`src/fm_pkg.sv`:
```
package fm_pkg;

    ////////////////////////////////////////////////////////////////////////////
    // register indices; byte address is four times the index
    localparam logic [7:0] IDX_MAIN_CONTROL = 8'h00;
    localparam logic [7:0] IDX_MEASURE_TRIGGER = 8'h01;
    localparam logic [7:0] IDX_WINDOW_CONFIG = 8'h02;
    localparam logic [7:0] IDX_IRQ_ENABLE_CLEAR = 8'h08;
    localparam logic [7:0] IDX_IRQ_ENABLE_SET = 8'h09;
    localparam logic [7:0] IDX_IRQ_FLAGS = 8'h0a;
    localparam logic [7:0] IDX_METER_STATE = 8'h0b;
    localparam logic [7:0] IDX_SYNC_PENDING = 8'h0c;
    localparam logic [7:0] IDX_COUNT_RESULT = 8'h10;
    localparam int ADDR_W = 8;

    ////////////////////////////////////////////////////////////////////////////
    // field positions
    localparam int BIT_SOFT_RESET = 0;
    localparam int BIT_ENABLE = 1;
    localparam int BIT_START = 0;
    localparam int BIT_DONE = 0;
    localparam int BIT_BUSY = 0;
    localparam int BIT_OVERFLOW = 1;
    localparam int BIT_SYNC_SOFT_RESET_BIT = 0;
    localparam int BIT_SYNC_ENABLE = 1;
    localparam int REFERENCE_CYCLE_COUNT_W = 8;
    localparam int RESULT_W = 24;

    ////////////////////////////////////////////////////////////////////////////
    // reset values and timing
    localparam logic [REFERENCE_CYCLE_COUNT_W-1:0] REFERENCE_CYCLE_COUNT_RESET = 8'h00;
    localparam logic [RESULT_W-1:0] RESULT_RESET = 24'h000000;
    localparam logic [RESULT_W-1:0] RESULT_MAX = 24'hffffff;
    localparam logic [1:0] SYNC_CYCLES = 2'h3;
    localparam logic [1:0] RESP_OKAY = 2'h0;
    localparam logic [1:0] RESP_SLVERR = 2'h2;
    localparam logic [31:0] READ_ZERO = 32'h00000000;

    ////////////////////////////////////////////////////////////////////////////
    // axi4-lite channels bundled
    typedef struct packed {
        logic awvalid;
        logic [ADDR_W-1:0] awaddr;
        logic wvalid;
        logic [31:0] wdata;
        logic [3:0] wstrb;
        logic bready;
        logic arvalid;
        logic [ADDR_W-1:0] araddr;
        logic rready;
    } fm_axi_req_t;

    typedef struct packed {
        logic awready;
        logic wready;
        logic bvalid;
        logic [1:0] bresp;
        logic arready;
        logic rvalid;
        logic [31:0] rdata;
        logic [1:0] rresp;
    } fm_axi_rsp_t;

    typedef enum logic [1:0] {
        MS_IDLE,
        MS_ARM,
        MS_COUNT
    } fm_meas_state_t;

endpackage : fm_pkg

```
`src/fm_frequency_meter.sv`:
```
// What this block does
// - count measured clock periods over programmed reference cycles into a 24-bit result
// - window config accepts writes only while enable reads zero
// - enable bit 1 of main control enables, zero disables the meter
// - soft reset one resets every register and disables; zero does nothing
// - soft reset write discards every other field of that access
// - enable and soft reset pass a synchronizer with pending bits software polls
// - soft reset bit reads one while the reset is ongoing
// - start bit write of one begins a measurement once enabled
// - busy rises when a measurement begins and falls when it completes
// - completion sets done flag; irq while flag and enable both set
// - irq enable set and clear registers, ones act, zeros ignored
// - irq stays until flag cleared, enable cleared or meter reset
// - meter runs in idle sleep; done irq can wake the device
// - software checks sticky overflow, adjusts, clears with one, restarts
// - reading start register under access protection gives an error
// - done flag set on busy falling; write one clears, zero keeps
// - sticky overflow sets on result counter overflow until written one
`timescale 1ns/10ps
`default_nettype none

module fm_frequency_meter (
    input wire logic mclk,
    input wire logic reset,
    input wire fm_pkg::fm_axi_req_t axiReq,
    output fm_pkg::fm_axi_rsp_t axiRsp,
    input wire logic measuredClock,
    input wire logic referenceClock,
    input wire logic accessProtect,
    output logic irqReq
);
    import fm_pkg::*;

    ////////////////////////////////////////////////////////////////////////////
    // helpers
    // a change counts once second and third stage agree
    function automatic logic riseSeen(input logic [2:0] chain, input logic level);
        riseSeen = (chain[1] == chain[2]) && chain[2] && !level;
    endfunction : riseSeen
    function automatic logic [ADDR_W-1:0] byteAddr(input logic [7:0] idx);
        byteAddr = ADDR_W'({idx[5:0], 2'b00});
    endfunction : byteAddr

    ////////////////////////////////////////////////////////////////////////////
    // declarations
    logic awHeld_q, wHeld_q, bValid_q, rValid_q, awTake, wTake, arTake, writeFire, lowLane, protectedWrite;
    logic [ADDR_W-1:0] awAddr_q;
    logic [31:0] wData_q, rData_q, readWord;
    logic [3:0] wStrb_q;
    logic [1:0] bResp_q, rResp_q, enSync_q, rstSync_q;
    logic readErr, wrMain, wrTrigger, wrWindow, wrIenClr, wrIenSet, wrFlags, wrState;
    logic enableReq_q, enableEff_q, swrstPend_q, swrstDone, irqEnable_q, doneFlag_q, overflow_q;
    logic busy, busy_q, startReq, msrLevel_q, refLevel_q, msrRise, refRise;
    logic [REFERENCE_CYCLE_COUNT_W-1:0] reference_cycle_count_q, refCount_q;
    logic [RESULT_W-1:0] result_q;
    logic [2:0] msrSync_q, refSync_q;
    fm_meas_state_t measState_q;

    ////////////////////////////////////////////////////////////////////////////
    // bus handshake
    assign awTake = axiReq.awvalid && axiRsp.awready;
    assign wTake = axiReq.wvalid && axiRsp.wready;
    assign arTake = axiReq.arvalid && axiRsp.arready;
    assign writeFire = awHeld_q && wHeld_q && !bValid_q;

    always_comb begin
        axiRsp.awready = !awHeld_q && !bValid_q;
        axiRsp.wready = !wHeld_q && !bValid_q;
        axiRsp.bvalid = bValid_q;
        axiRsp.bresp = bResp_q;
        axiRsp.arready = !rValid_q;
        axiRsp.rvalid = rValid_q;
        axiRsp.rdata = rData_q;
        axiRsp.rresp = rResp_q;
    end

    always_ff @(posedge mclk or posedge reset) begin
        if (reset) begin
            awHeld_q <= 1'b0;
            awAddr_q <= '0;
        end else if (awTake) begin
            awHeld_q <= 1'b1;
            awAddr_q <= axiReq.awaddr;
        end else if (writeFire) begin
            awHeld_q <= 1'b0;
        end
    end

    always_ff @(posedge mclk or posedge reset) begin
        if (reset) begin
            wHeld_q <= 1'b0;
            wData_q <= '0;
            wStrb_q <= '0;
        end else if (wTake) begin
            wHeld_q <= 1'b1;
            wData_q <= axiReq.wdata;
            wStrb_q <= axiReq.wstrb;
        end else if (writeFire) begin
            wHeld_q <= 1'b0;
        end
    end

    always_ff @(posedge mclk or posedge reset) begin
        if (reset) begin
            bValid_q <= 1'b0;
            bResp_q <= RESP_OKAY;
        end else if (writeFire) begin
            bValid_q <= 1'b1;
            bResp_q <= protectedWrite ? RESP_SLVERR : RESP_OKAY;
        end else if (axiReq.bready) begin
            bValid_q <= 1'b0;
        end
    end

    ////////////////////////////////////////////////////////////////////////////
    // write decode; only the low byte lane carries fields
    assign lowLane = wStrb_q[0];
    assign protectedWrite = accessProtect && (awAddr_q == byteAddr(IDX_MAIN_CONTROL)
        || awAddr_q == byteAddr(IDX_WINDOW_CONFIG) || awAddr_q == byteAddr(IDX_IRQ_ENABLE_CLEAR)
        || awAddr_q == byteAddr(IDX_IRQ_ENABLE_SET));

    always_comb begin
        wrMain = 1'b0;
        wrTrigger = 1'b0;
        wrWindow = 1'b0;
        wrIenClr = 1'b0;
        wrIenSet = 1'b0;
        wrFlags = 1'b0;
        wrState = 1'b0;
        if (writeFire && lowLane && !protectedWrite && !swrstPend_q) begin
            case (awAddr_q)
                byteAddr(IDX_MAIN_CONTROL): wrMain = 1'b1;
                byteAddr(IDX_MEASURE_TRIGGER): wrTrigger = 1'b1;
                byteAddr(IDX_WINDOW_CONFIG): wrWindow = 1'b1;
                byteAddr(IDX_IRQ_ENABLE_CLEAR): wrIenClr = 1'b1;
                byteAddr(IDX_IRQ_ENABLE_SET): wrIenSet = 1'b1;
                byteAddr(IDX_IRQ_FLAGS): wrFlags = 1'b1;
                byteAddr(IDX_METER_STATE): wrState = 1'b1;
                default: wrMain = 1'b0;
            endcase
        end
    end

    ////////////////////////////////////////////////////////////////////////////
    // read path
    always_comb begin
        readWord = READ_ZERO;
        readErr = 1'b0;
        case (axiReq.araddr)
            byteAddr(IDX_MAIN_CONTROL): begin
                readWord[BIT_ENABLE] = enableReq_q;
                readWord[BIT_SOFT_RESET] = swrstPend_q;
            end
            byteAddr(IDX_MEASURE_TRIGGER): readErr = accessProtect;
            byteAddr(IDX_WINDOW_CONFIG): readWord[REFERENCE_CYCLE_COUNT_W-1:0] = reference_cycle_count_q;
            byteAddr(IDX_IRQ_ENABLE_CLEAR): readWord[BIT_DONE] = irqEnable_q;
            byteAddr(IDX_IRQ_ENABLE_SET): readWord[BIT_DONE] = irqEnable_q;
            byteAddr(IDX_IRQ_FLAGS): readWord[BIT_DONE] = doneFlag_q;
            byteAddr(IDX_METER_STATE): begin
                readWord[BIT_OVERFLOW] = overflow_q;
                readWord[BIT_BUSY] = busy_q;
            end
            byteAddr(IDX_SYNC_PENDING): begin
                readWord[BIT_SYNC_ENABLE] = (enSync_q != 2'h0);
                readWord[BIT_SYNC_SOFT_RESET_BIT] = swrstPend_q;
            end
            byteAddr(IDX_COUNT_RESULT): readWord[RESULT_W-1:0] = result_q;
            default: readWord = READ_ZERO;
        endcase
    end

    always_ff @(posedge mclk or posedge reset) begin
        if (reset) begin
            rValid_q <= 1'b0;
            rData_q <= READ_ZERO;
            rResp_q <= RESP_OKAY;
        end else if (arTake) begin
            rValid_q <= 1'b1;
            rData_q <= readErr ? READ_ZERO : readWord;
            rResp_q <= readErr ? RESP_SLVERR : RESP_OKAY;
        end else if (axiReq.rready) begin
            rValid_q <= 1'b0;
        end
    end

    ////////////////////////////////////////////////////////////////////////////
    // soft reset with synchronisation delay
    assign swrstDone = swrstPend_q && (rstSync_q == 2'h0);

    always_ff @(posedge mclk or posedge reset) begin
        if (reset) begin
            swrstPend_q <= 1'b0;
            rstSync_q <= 2'h0;
        end else if (wrMain && wData_q[BIT_SOFT_RESET]) begin
            swrstPend_q <= 1'b1;
            rstSync_q <= SYNC_CYCLES;
        end else if (swrstDone) begin
            swrstPend_q <= 1'b0;
        end else if (rstSync_q != 2'h0) begin
            rstSync_q <= rstSync_q - 2'h1;
        end
    end

    ////////////////////////////////////////////////////////////////////////////
    // enable with synchronisation delay
    always_ff @(posedge mclk or posedge reset) begin
        if (reset) begin
            enableReq_q <= 1'b0;
            enableEff_q <= 1'b0;
            enSync_q <= 2'h0;
        end else if (swrstDone) begin
            enableReq_q <= 1'b0;
            enableEff_q <= 1'b0;
            enSync_q <= 2'h0;
        end else if (wrMain && !wData_q[BIT_SOFT_RESET]) begin
            enableReq_q <= wData_q[BIT_ENABLE];
            enSync_q <= SYNC_CYCLES;
        end else if (enSync_q == 2'h1) begin
            enableEff_q <= enableReq_q;
            enSync_q <= 2'h0;
        end else if (enSync_q != 2'h0) begin
            enSync_q <= enSync_q - 2'h1;
        end
    end

    ////////////////////////////////////////////////////////////////////////////
    // window configuration
    always_ff @(posedge mclk or posedge reset) begin
        if (reset) begin
            reference_cycle_count_q <= REFERENCE_CYCLE_COUNT_RESET;
        end else if (swrstDone) begin
            reference_cycle_count_q <= REFERENCE_CYCLE_COUNT_RESET;
        end else if (wrWindow && !enableReq_q) begin
            reference_cycle_count_q <= wData_q[REFERENCE_CYCLE_COUNT_W-1:0];
        end
    end

    ////////////////////////////////////////////////////////////////////////////
    // clock input sampling
    always_ff @(posedge mclk or posedge reset) begin
        if (reset) begin
            msrSync_q <= 3'h0;
            refSync_q <= 3'h0;
            msrLevel_q <= 1'b0;
            refLevel_q <= 1'b0;
        end else begin
            msrSync_q <= {msrSync_q[1:0], measuredClock};
            refSync_q <= {refSync_q[1:0], referenceClock};
            if (msrSync_q[1] == msrSync_q[2]) begin
                msrLevel_q <= msrSync_q[2];
            end
            if (refSync_q[1] == refSync_q[2]) begin
                refLevel_q <= refSync_q[2];
            end
        end
    end

    assign msrRise = riseSeen(msrSync_q, msrLevel_q);
    assign refRise = riseSeen(refSync_q, refLevel_q);

    ////////////////////////////////////////////////////////////////////////////
    // measurement sequencer
    assign startReq = wrTrigger && wData_q[BIT_START] && enableEff_q;
    assign busy = (measState_q != MS_IDLE);

    always_ff @(posedge mclk or posedge reset) begin
        if (reset) begin
            measState_q <= MS_IDLE;
            refCount_q <= '0;
        end else if (swrstDone || !enableEff_q) begin
            measState_q <= MS_IDLE;
            refCount_q <= '0;
        end else begin
            case (measState_q)
                MS_IDLE: begin
                    if (startReq) begin
                        measState_q <= MS_ARM;
                    end
                end
                MS_ARM: begin
                    if (refRise) begin
                        measState_q <= MS_COUNT;
                        refCount_q <= '0;
                    end
                end
                MS_COUNT: begin
                    if (refRise) begin
                        if (refCount_q + 8'h01 >= reference_cycle_count_q) begin
                            measState_q <= MS_IDLE;
                        end else begin
                            refCount_q <= refCount_q + 8'h01;
                        end
                    end
                end
                default: measState_q <= MS_IDLE;
            endcase
        end
    end

    always_ff @(posedge mclk or posedge reset) begin
        if (reset) begin
            busy_q <= 1'b0;
        end else begin
            busy_q <= busy && !swrstDone;
        end
    end

    ////////////////////////////////////////////////////////////////////////////
    // result counter and sticky overflow
    always_ff @(posedge mclk or posedge reset) begin
        if (reset) begin
            result_q <= RESULT_RESET;
        end else if (swrstDone) begin
            result_q <= RESULT_RESET;
        end else if (startReq && !busy) begin
            result_q <= RESULT_RESET;
        end else if (measState_q == MS_COUNT && msrRise) begin
            result_q <= result_q + 24'h000001;
        end
    end

    always_ff @(posedge mclk or posedge reset) begin
        if (reset) begin
            overflow_q <= 1'b0;
        end else if (swrstDone) begin
            overflow_q <= 1'b0;
        end else if (measState_q == MS_COUNT && msrRise && result_q == RESULT_MAX) begin
            overflow_q <= 1'b1;
        end else if (wrState && wData_q[BIT_OVERFLOW]) begin
            overflow_q <= 1'b0;
        end
    end

    ////////////////////////////////////////////////////////////////////////////
    // done flag, irq enable and request
    always_ff @(posedge mclk or posedge reset) begin
        if (reset) begin
            doneFlag_q <= 1'b0;
        end else if (swrstDone) begin
            doneFlag_q <= 1'b0;
        end else if (busy_q && !busy) begin
            doneFlag_q <= 1'b1;
        end else if (wrFlags && wData_q[BIT_DONE]) begin
            doneFlag_q <= 1'b0;
        end
    end

    always_ff @(posedge mclk or posedge reset) begin
        if (reset) begin
            irqEnable_q <= 1'b0;
        end else if (swrstDone) begin
            irqEnable_q <= 1'b0;
        end else if (wrIenSet && wData_q[BIT_DONE]) begin
            irqEnable_q <= 1'b1;
        end else if (wrIenClr && wData_q[BIT_DONE]) begin
            irqEnable_q <= 1'b0;
        end
    end

    // plain level on mclk, also serves as idle-sleep wake request
    assign irqReq = doneFlag_q && irqEnable_q;

endmodule : fm_frequency_meter

`default_nettype wire

```
`config.mk`:
```
export PLATFORM = sky130hd
export DESIGN_NAME = fm_frequency_meter
export DESIGN_NICKNAME = d
export VERILOG_FILES = /design/src/fm_pkg.sv /design/src/fm_frequency_meter.sv
export SDC_FILE = /design/constraint.sdc
export NUM_CORES = 1
export LEC_CHECK = 0
export BUFFER_PORTS_ARGS = -buffer_cell sky130_fd_sc_hd__buf_2
export CAP_MARGIN = 20
export CELL_PAD_IN_SITES_DETAIL_PLACEMENT = 0
export CELL_PAD_IN_SITES_GLOBAL_PLACEMENT = 1
export CORE_MARGIN = 5
export CORE_UTILIZATION = 46
export CTS_CLUSTER_SIZE = 24
export DETAILED_ROUTE_END_ITERATION = 7
export PLACE_DENSITY_LB_ADDON = 0.08
export SLEW_MARGIN = 20
export SYNTH_ARGS = -nofsm -noshare
export SYNTH_HDL_FRONTEND = slang
export SYNTH_SLANG_ARGS = --single-unit
```
`constraint.sdc`:
```
create_clock -name mclk -period 5.37 [get_ports mclk]
set_clock_uncertainty 0.2 [all_clocks]
set_input_delay 0 -clock mclk [delete_from_list [all_inputs] [get_ports mclk]]
set_output_delay 0 -clock mclk [all_outputs]
set_load 0.01 [all_outputs]
```
# Word level (Yosys, flattened, before mapping)
# Index checks and enable logic that the tools add are counted.
dict set report totals {
  register_bits 118
  ram_bits 0
  latch_bits 0
  romBits 0
  mem_count 0
}
dict set report op_classes {
  div_mod_pow 0
  n_reduce_logical 76
  magnitude_cmp 1
  mux 68
  n_bitwise 0
  eq_ne 27
  shift 0
  n_addsub 4
  n_mul 0
}
# cell n
set op_table {}
lappend op_table {{two-way mux 24 bit} 4}
lappend op_table {{== test 8 x 6 -> 1 bit (second input constant)} 9}
lappend op_table {{two-way mux 8 bit} 6}
lappend op_table {{two-way mux 1 bit} 38}
lappend op_table {{logical AND 1 bit} 31}
lappend op_table {{two-way mux 2 bit} 14}
lappend op_table {{adder 24 x 1 -> 24 bit (second input constant)} 1}
lappend op_table {{== test 24 bit (second input constant)} 1}
lappend op_table {{nonzero test 2 bit} 12}
lappend op_table {{== test 8 x 3 -> 1 bit (second input constant)} 2}
lappend op_table {{== test 8 x 4 -> 1 bit (second input constant)} 2}
lappend op_table {{zero test 8 bit} 2}
lappend op_table {{two-way mux 16 bit} 1}
lappend op_table {{one-hot mux 8 bit (2 select lines)} 1}
lappend op_table {{!= test 3 bit (second input constant)} 5}
lappend op_table {{nonzero test 3 bit} 5}
lappend op_table {{zero test 1 bit} 13}
lappend op_table {{one-hot mux 6 bit (2 select lines)} 1}
lappend op_table {{adder 8 x 1 -> 8 bit (second input constant)} 1}
lappend op_table {{== test 8 x 7 -> 1 bit (second input constant)} 1}
lappend op_table {{>= comparator 8 bit} 1}
lappend op_table {{AND reduction 4 bit} 2}
lappend op_table {{one-hot mux 1 bit (6 select lines)} 1}
lappend op_table {{one-hot mux 2 bit (3 select lines)} 1}
lappend op_table {{other kinds (12)} 21}

# Logic depth before layout (Yosys ltp)
dict set report depth {
  word_depth 14
  mapped_depth 10
  depth_no_buf 10
}

# Least setup slack after synthesis
# OpenSTA, ideal clock, no wires.
dict set report synth_timing {
  kind {register to register}
  from {reg refCount_q[2]}
  to {reg refCount_q[0]}
  stages_incl_launch_ff 11
  slack_ns 2.864
  path_buffers 0
  required_time_ns 5.103
  arrival_ns 2.240
  synth_period_minus_slack_ns 2.506
  cell_sequence {dfrtp_1 nand2_1 nor2_1 and3_1 xor2_1 ha_1 a21oi_1 o21ai_0 a21o_1 nor3_2 mux2_2}
}
dict set report synth_between {
  elab_chain_len 4
}
# element line_no
set synth_rtl {}
lappend synth_rtl {{start, declared} fm_frequency_meter.sv:54} ;# logic [REFERENCE_CYCLE_COUNT_W-1:0] reference_cycle_count_q, refCount_q;
lappend synth_rtl {{start signal, assigned} fm_frequency_meter.sv:291} ;# refCount_q <= refCount_q + 8'h01;
lappend synth_rtl {{adder 8 x 1 -> 8 bit} fm_frequency_meter.sv:288} ;# if (refCount_q + 8'h01 >= reference_cycle_count_q) begin
lappend synth_rtl {{>= comparator 8 bit} fm_frequency_meter.sv:288}
lappend synth_rtl {{!= test 3 bit (no line)} -}
lappend synth_rtl {{AND reduction 4 bit (no line)} -}
# Every way passes these cells.
# A chain may end at the register's enable or synchronous reset.

# Worst setup path after layout
# Same ends and word-level chain as after synthesis.

==> Implementation_results.wiki <==
{| class="wikitable"
! Metric !! Value
|-
| Outcome || completed
|-
| Cell with the most instances after synthesis || sky130_fd_sc_hd__dfrtp_1
|-
| Count of instances resized after the clock tree is built || 0
|-
| Critical path capture point type || register
|-
| Port bufs || 66
|-
| H-tree depth || 3
|-
| Fraction of power consumed by combinational cells || 0.174
|-
| DRC errors left || 0
|-
| Yosys warns || 0
|-
| Endpoint of the worst hold-timing path || rResp_q[1]$_DFFE_PP0P_
|-
| Inst Count DP || 663
|-
| Clock Sinks || 108
|-
| Clock share of power || 0.357
|-
| Number of cells on the worst reg-to-reg path || 10
|-
| Internal power || 0.00159 W
|-
| Sum of routed wire segments on met1 || 5140 um
|-
| Longest Clk Path Bufs || 2
|-
| Class of the tightest hold or removal check || in2reg
|-
| Time the final worst path needs with I/O delays and setup || approximately 3 ns
|-
| Initial drt markers || 140
|-
| Unrepaired setup endpoints after global routing || false
|-
| Proportion of layout cells with a drive suffix above 1 || 0.211
|-
| Pwr Density || 345 nW/um^2
|-
| F_max || about 0.34 GHz
|-
| Distinct cell type count after synthesis || 57
|-
| Total via count after detailed routing || ~3.8k
|-
| Detailed placer's ending HPWL || between 7000 and 8000 um
|-
| Antenna Diode Count || 0
|-
| Register-to-register setup slack || between 2 and 2.5 ns
|-
| Final-report hold violation count || 0
|-
| Number of max-cap violations || 0
|-
| Gate count after technology mapping || 469
|-
| Uppermost layer routed || met4
|-
| Proportion of netlist area held by the largest area contributor || 0.521
|-
| Area growth from synthesis to final layout || 20.8%
|-
| Reg-to-Reg End || refCount_q[0]$_DFFE_PP0P_
|-
| Residual antenna-violating net count after detailed routing || 0
|-
| Total standard cell area after synthesis || about 5200 sq um
|-
| Required time of the critical path || 5.46 ns
|-
| Max-slew violation count || 0
|-
| CP Cell Sequence || nand2_1 -> nor2_1 -> and3_1 -> xor2_1 -> ha_1 -> nand2_1 -> nor3_1 -> a21oi_1 -> nor3_1 -> mux2_2
|-
| Wire length of the first global-routing pass || 18700 um
|-
| Total area of multi-input combinational cells || 2270 sq um
|-
| Critical Path Slowest Stage Cell || sky130_fd_sc_hd__nor3_1
|-
| Routability cong. || roughly 0.80
|-
| Startpoint of the worst register-to-register path || refCount_q[2]$_DFFE_PP0P_
|-
| Vias per Instance || 5.35
|-
| Ratio of final minimum period to clock period || 0.551
|-
| Post-layout nets || 642
|-
| Total iterations of the first detailed-routing run || 4
|-
| Worst Path Class, Setup || reg2reg
|-
| Hold path startpoint || axiReq[9]
|-
| Row count || 38
|-
| Post-synth top cells || 108 x sky130_fd_sc_hd__dfrtp_1, 45 x sky130_fd_sc_hd__nor2_1, 41 x sky130_fd_sc_hd__nand2_1
|-
| Net Sw Power || 0.000572 W
|-
| Launching element type of the critical path || register
|-
| Antenna violations before repair || 0
|-
| Layout fillers || 965
|-
| Remaining max-slew budget at the tightest pin || 0.425
|-
| Number of synthesized flops with an enable pin || 0
|-
| Chip height || 116 um
|-
| FF/Latch Area || 2700 sq um
|-
| Number of buffers created by CTS || 9
|-
| Clock tree from TritonCTS || built
|-
| Core area || 10900 sq um
|-
| Cell type with the largest total area after synthesis || sky130_fd_sc_hd__dfrtp_1
|-
| Data arrival time of the worst path || 3.05 ns
|-
| Detailed-route wire length || 11200 um
|-
| Setup tns final || 0 ns
|-
| Final cell count without fillers || 710
|-
| Ports placed on the boundary || 104
|-
| Biggest area contributors in the synthesized netlist || sky130_fd_sc_hd__dfrtp_1 52%, sky130_fd_sc_hd__a22o_1 4.1%, sky130_fd_sc_hd__xor2_1 4.1%, sky130_fd_sc_hd__mux2_2 3.9%, sky130_fd_sc_hd__ha_1 3.6%
|-
| Die footprint || 13500 sq um
|-
| Die Width || 116 um
|-
| Final setup vio count || 0
|-
| Clock input transition at the sequential cells of the worst setup and hold paths || about 0.07 ns
|-
| Mean Syn Cell Area || 11.1 sq um
|-
| Share of async-settable or async-resettable flops after synthesis || 1.00
|-
| Number of flip-flops and latches in the synthesized netlist || approximately 110
|-
| Worst Max-Slew Pin Slew || 0.859 ns
|-
| Starting Density || 0.474
|-
| Vias in the first global route || 3837
|-
| Static Leak || 3.08 nW
|-
| Total congestion overflow after global routing || 0
|-
| Switch share || 0.265
|-
| Met3 Routed Length || 548 um
|-
| Clock tree root buffer cell || sky130_fd_sc_hd__clkbuf_16
|-
| Pre-CTS setup slack || 2.46 ns
|-
| Worst hold-check slack || between 0.02 and 0.025 ns
|-
| Longest individual stage delay on the worst path || 0.56 ns
|-
| Wire per inst || 15.7 um
|-
| Max VDD drop || 0.357 mV
|-
| Pin count of the biggest net entering global routing || between 60 and 70
|-
| Final critical-path setup slack || 2.41 ns
|-
| Power share of the sequential group || 0.470
|-
| Insertion delay to the later sink of the worst-skew pair || 0.36 ns
|-
| Cell depth of the worst hold path || 4
|-
| Fraction of the yosys area taken by sequential cells || 0.521
|-
| Worst-path fanout max || 6
|-
| Met2 wire len || about 5300 um
|-
| All-Layer GR Usage || 0.178
|-
| Flip-flop cell with the highest count after synthesis || sky130_fd_sc_hd__dfrtp_1
|}
==> worst max-delay path by stage <==
stage / start / to / slack (ns) / depth (start not counted)
5_1_grt: refCount_q[0]$_DFFE_PP0P_ / refCount_q[0]$_DFFE_PP0P_ / 2.11 / 10
3_3_place_gp: refCount_q[0]$_DFFE_PP0P_ / refCount_q[0]$_DFFE_PP0P_ / 2.46 / 10
2_1_floorplan: reset / awAddr_q[0]$_DFFE_PP0P_ / 2.32 / 1
6_report: refCount_q[2]$_DFFE_PP0P_ / refCount_q[0]$_DFFE_PP0P_ / 2.41 / 10
4_1_cts: refCount_q[2]$_DFFE_PP0P_ / refCount_q[0]$_DFFE_PP0P_ / 2.43 / 10
3_5_place_dp: refCount_q[0]$_DFFE_PP0P_ / refCount_q[0]$_DFFE_PP0P_ / 2.46 / 10
==> placed cells by master (no fill, tap or decap), types with 13 or more instances in the layout <==
cell type and count:
sky130_fd_sc_hd__ha_1 15, sky130_fd_sc_hd__mux2_2 18, sky130_fd_sc_hd__buf_2 66, sky130_fd_sc_hd__nor2_1 45, sky130_fd_sc_hd__inv_1 26, sky130_fd_sc_hd__dlygate4sd3_1 31
sky130_fd_sc_hd__nand2_1 41, sky130_fd_sc_hd__dfrtp_1 108, sky130_fd_sc_hd__nand3_1 13, sky130_fd_sc_hd__xor2_1 24, sky130_fd_sc_hd__a22o_1 24
==> metrics by stage <==
| stage | power, W | util | area [sq um] |
|---|---|---|---|
| after floorplan | 0.00129 | - | 5220 |
| after global placement | 0.00137 | 0.513 | 5610 |
| after detailed placement | 0.00139 | 0.513 | 5610 |
| after CTS | 0.00219 | 0.573 | 6270 |
| after global routing | 0.00228 | 0.573 | 6270 |
| final | 0.00216 | 0.573 | 6270 |
==> power groups by stage <==
stage / logic [W] / clock network [W] / registers [W]
2_1_floorplan: 0.000290 / 0 / 0.00100
3_3_place_gp: 0.000348 / 0 / 0.00103
3_5_place_dp: 0.000362 / 0 / 0.00103
4_1_cts: 0.000382 / 0.000792 / 0.00102
5_1_grt: 0.000422 / 0.000825 / 0.00103
6_report: 0.000375 / 0.000771 / 0.00101
==> routing by layer <==
metal	up-vias	GRT usage
met5	-	0
met4	0	0.0596
met3	18	0.0544
met2	75	0.290
met1	1869	0.226
li1	1839	-
==> final cells by class <==
class                   count  share of cell area
clock buffers              12              0.0409
clock inverters             4              0.0152
inverters                  27              0.0166
multi-input cells         319               0.362
flip-flops and latches    108               0.431
well taps                 140              0.0279
repair buffers            100               0.106
==> sequential cells by signal, indices dropped and copies added, names as in the netlist, 2 cells and up <==
| signal | flops |
|---|---|
| rData_q | 24 |
| result_q | 24 |
| awAddr_q | 8 |
| refCount_q | 8 |
| reference_cycle_count_q | 8 |
| wData_q | 8 |
| msrSync_q | 3 |
| refSync_q | 3 |
| enSync_q | 2 |
| measState_q | 2 |
| rstSync_q | 2 |
==> repair_timing <==
| action | 4_1_cts | 5_1_grt |
|---|---|---|
| setup buffers | 0 | 0 |
| endpoints found under the hold margin | 72 | 0 |
| hold buffers | 31 | 0 |
==> critical path: cells and delay by family (launching register included) <==
family | cells | cell delay (ns)
adder cells (fa/ha/maj) | 1 | 0.18
flip-flops | 1 | 0.44
XOR/XNOR | 1 | 0.23
AND/OR/NAND/NOR | 6 | 1.42
multiplexers | 1 | 0.27
AO/OA/AOI/OAI | 1 | 0.14
==> logic make-up (layout without fill, tap and decap cells) <==
family	Yosys count	after routing	synth area share
AO/OA/AOI/OAI	81	81	0.119
XOR/XNOR	32	32	0.0540
adder cells (fa/ha/maj)	15	15	0.0362
buffers and inverters	51	143	0.0492
flip-flops	108	108	0.521
multiplexers	22	22	0.0468
other	1	10	0.000723
AND/OR/NAND/NOR	159	159	0.172
Note: power is estimated with default switching activity, not from simulation.
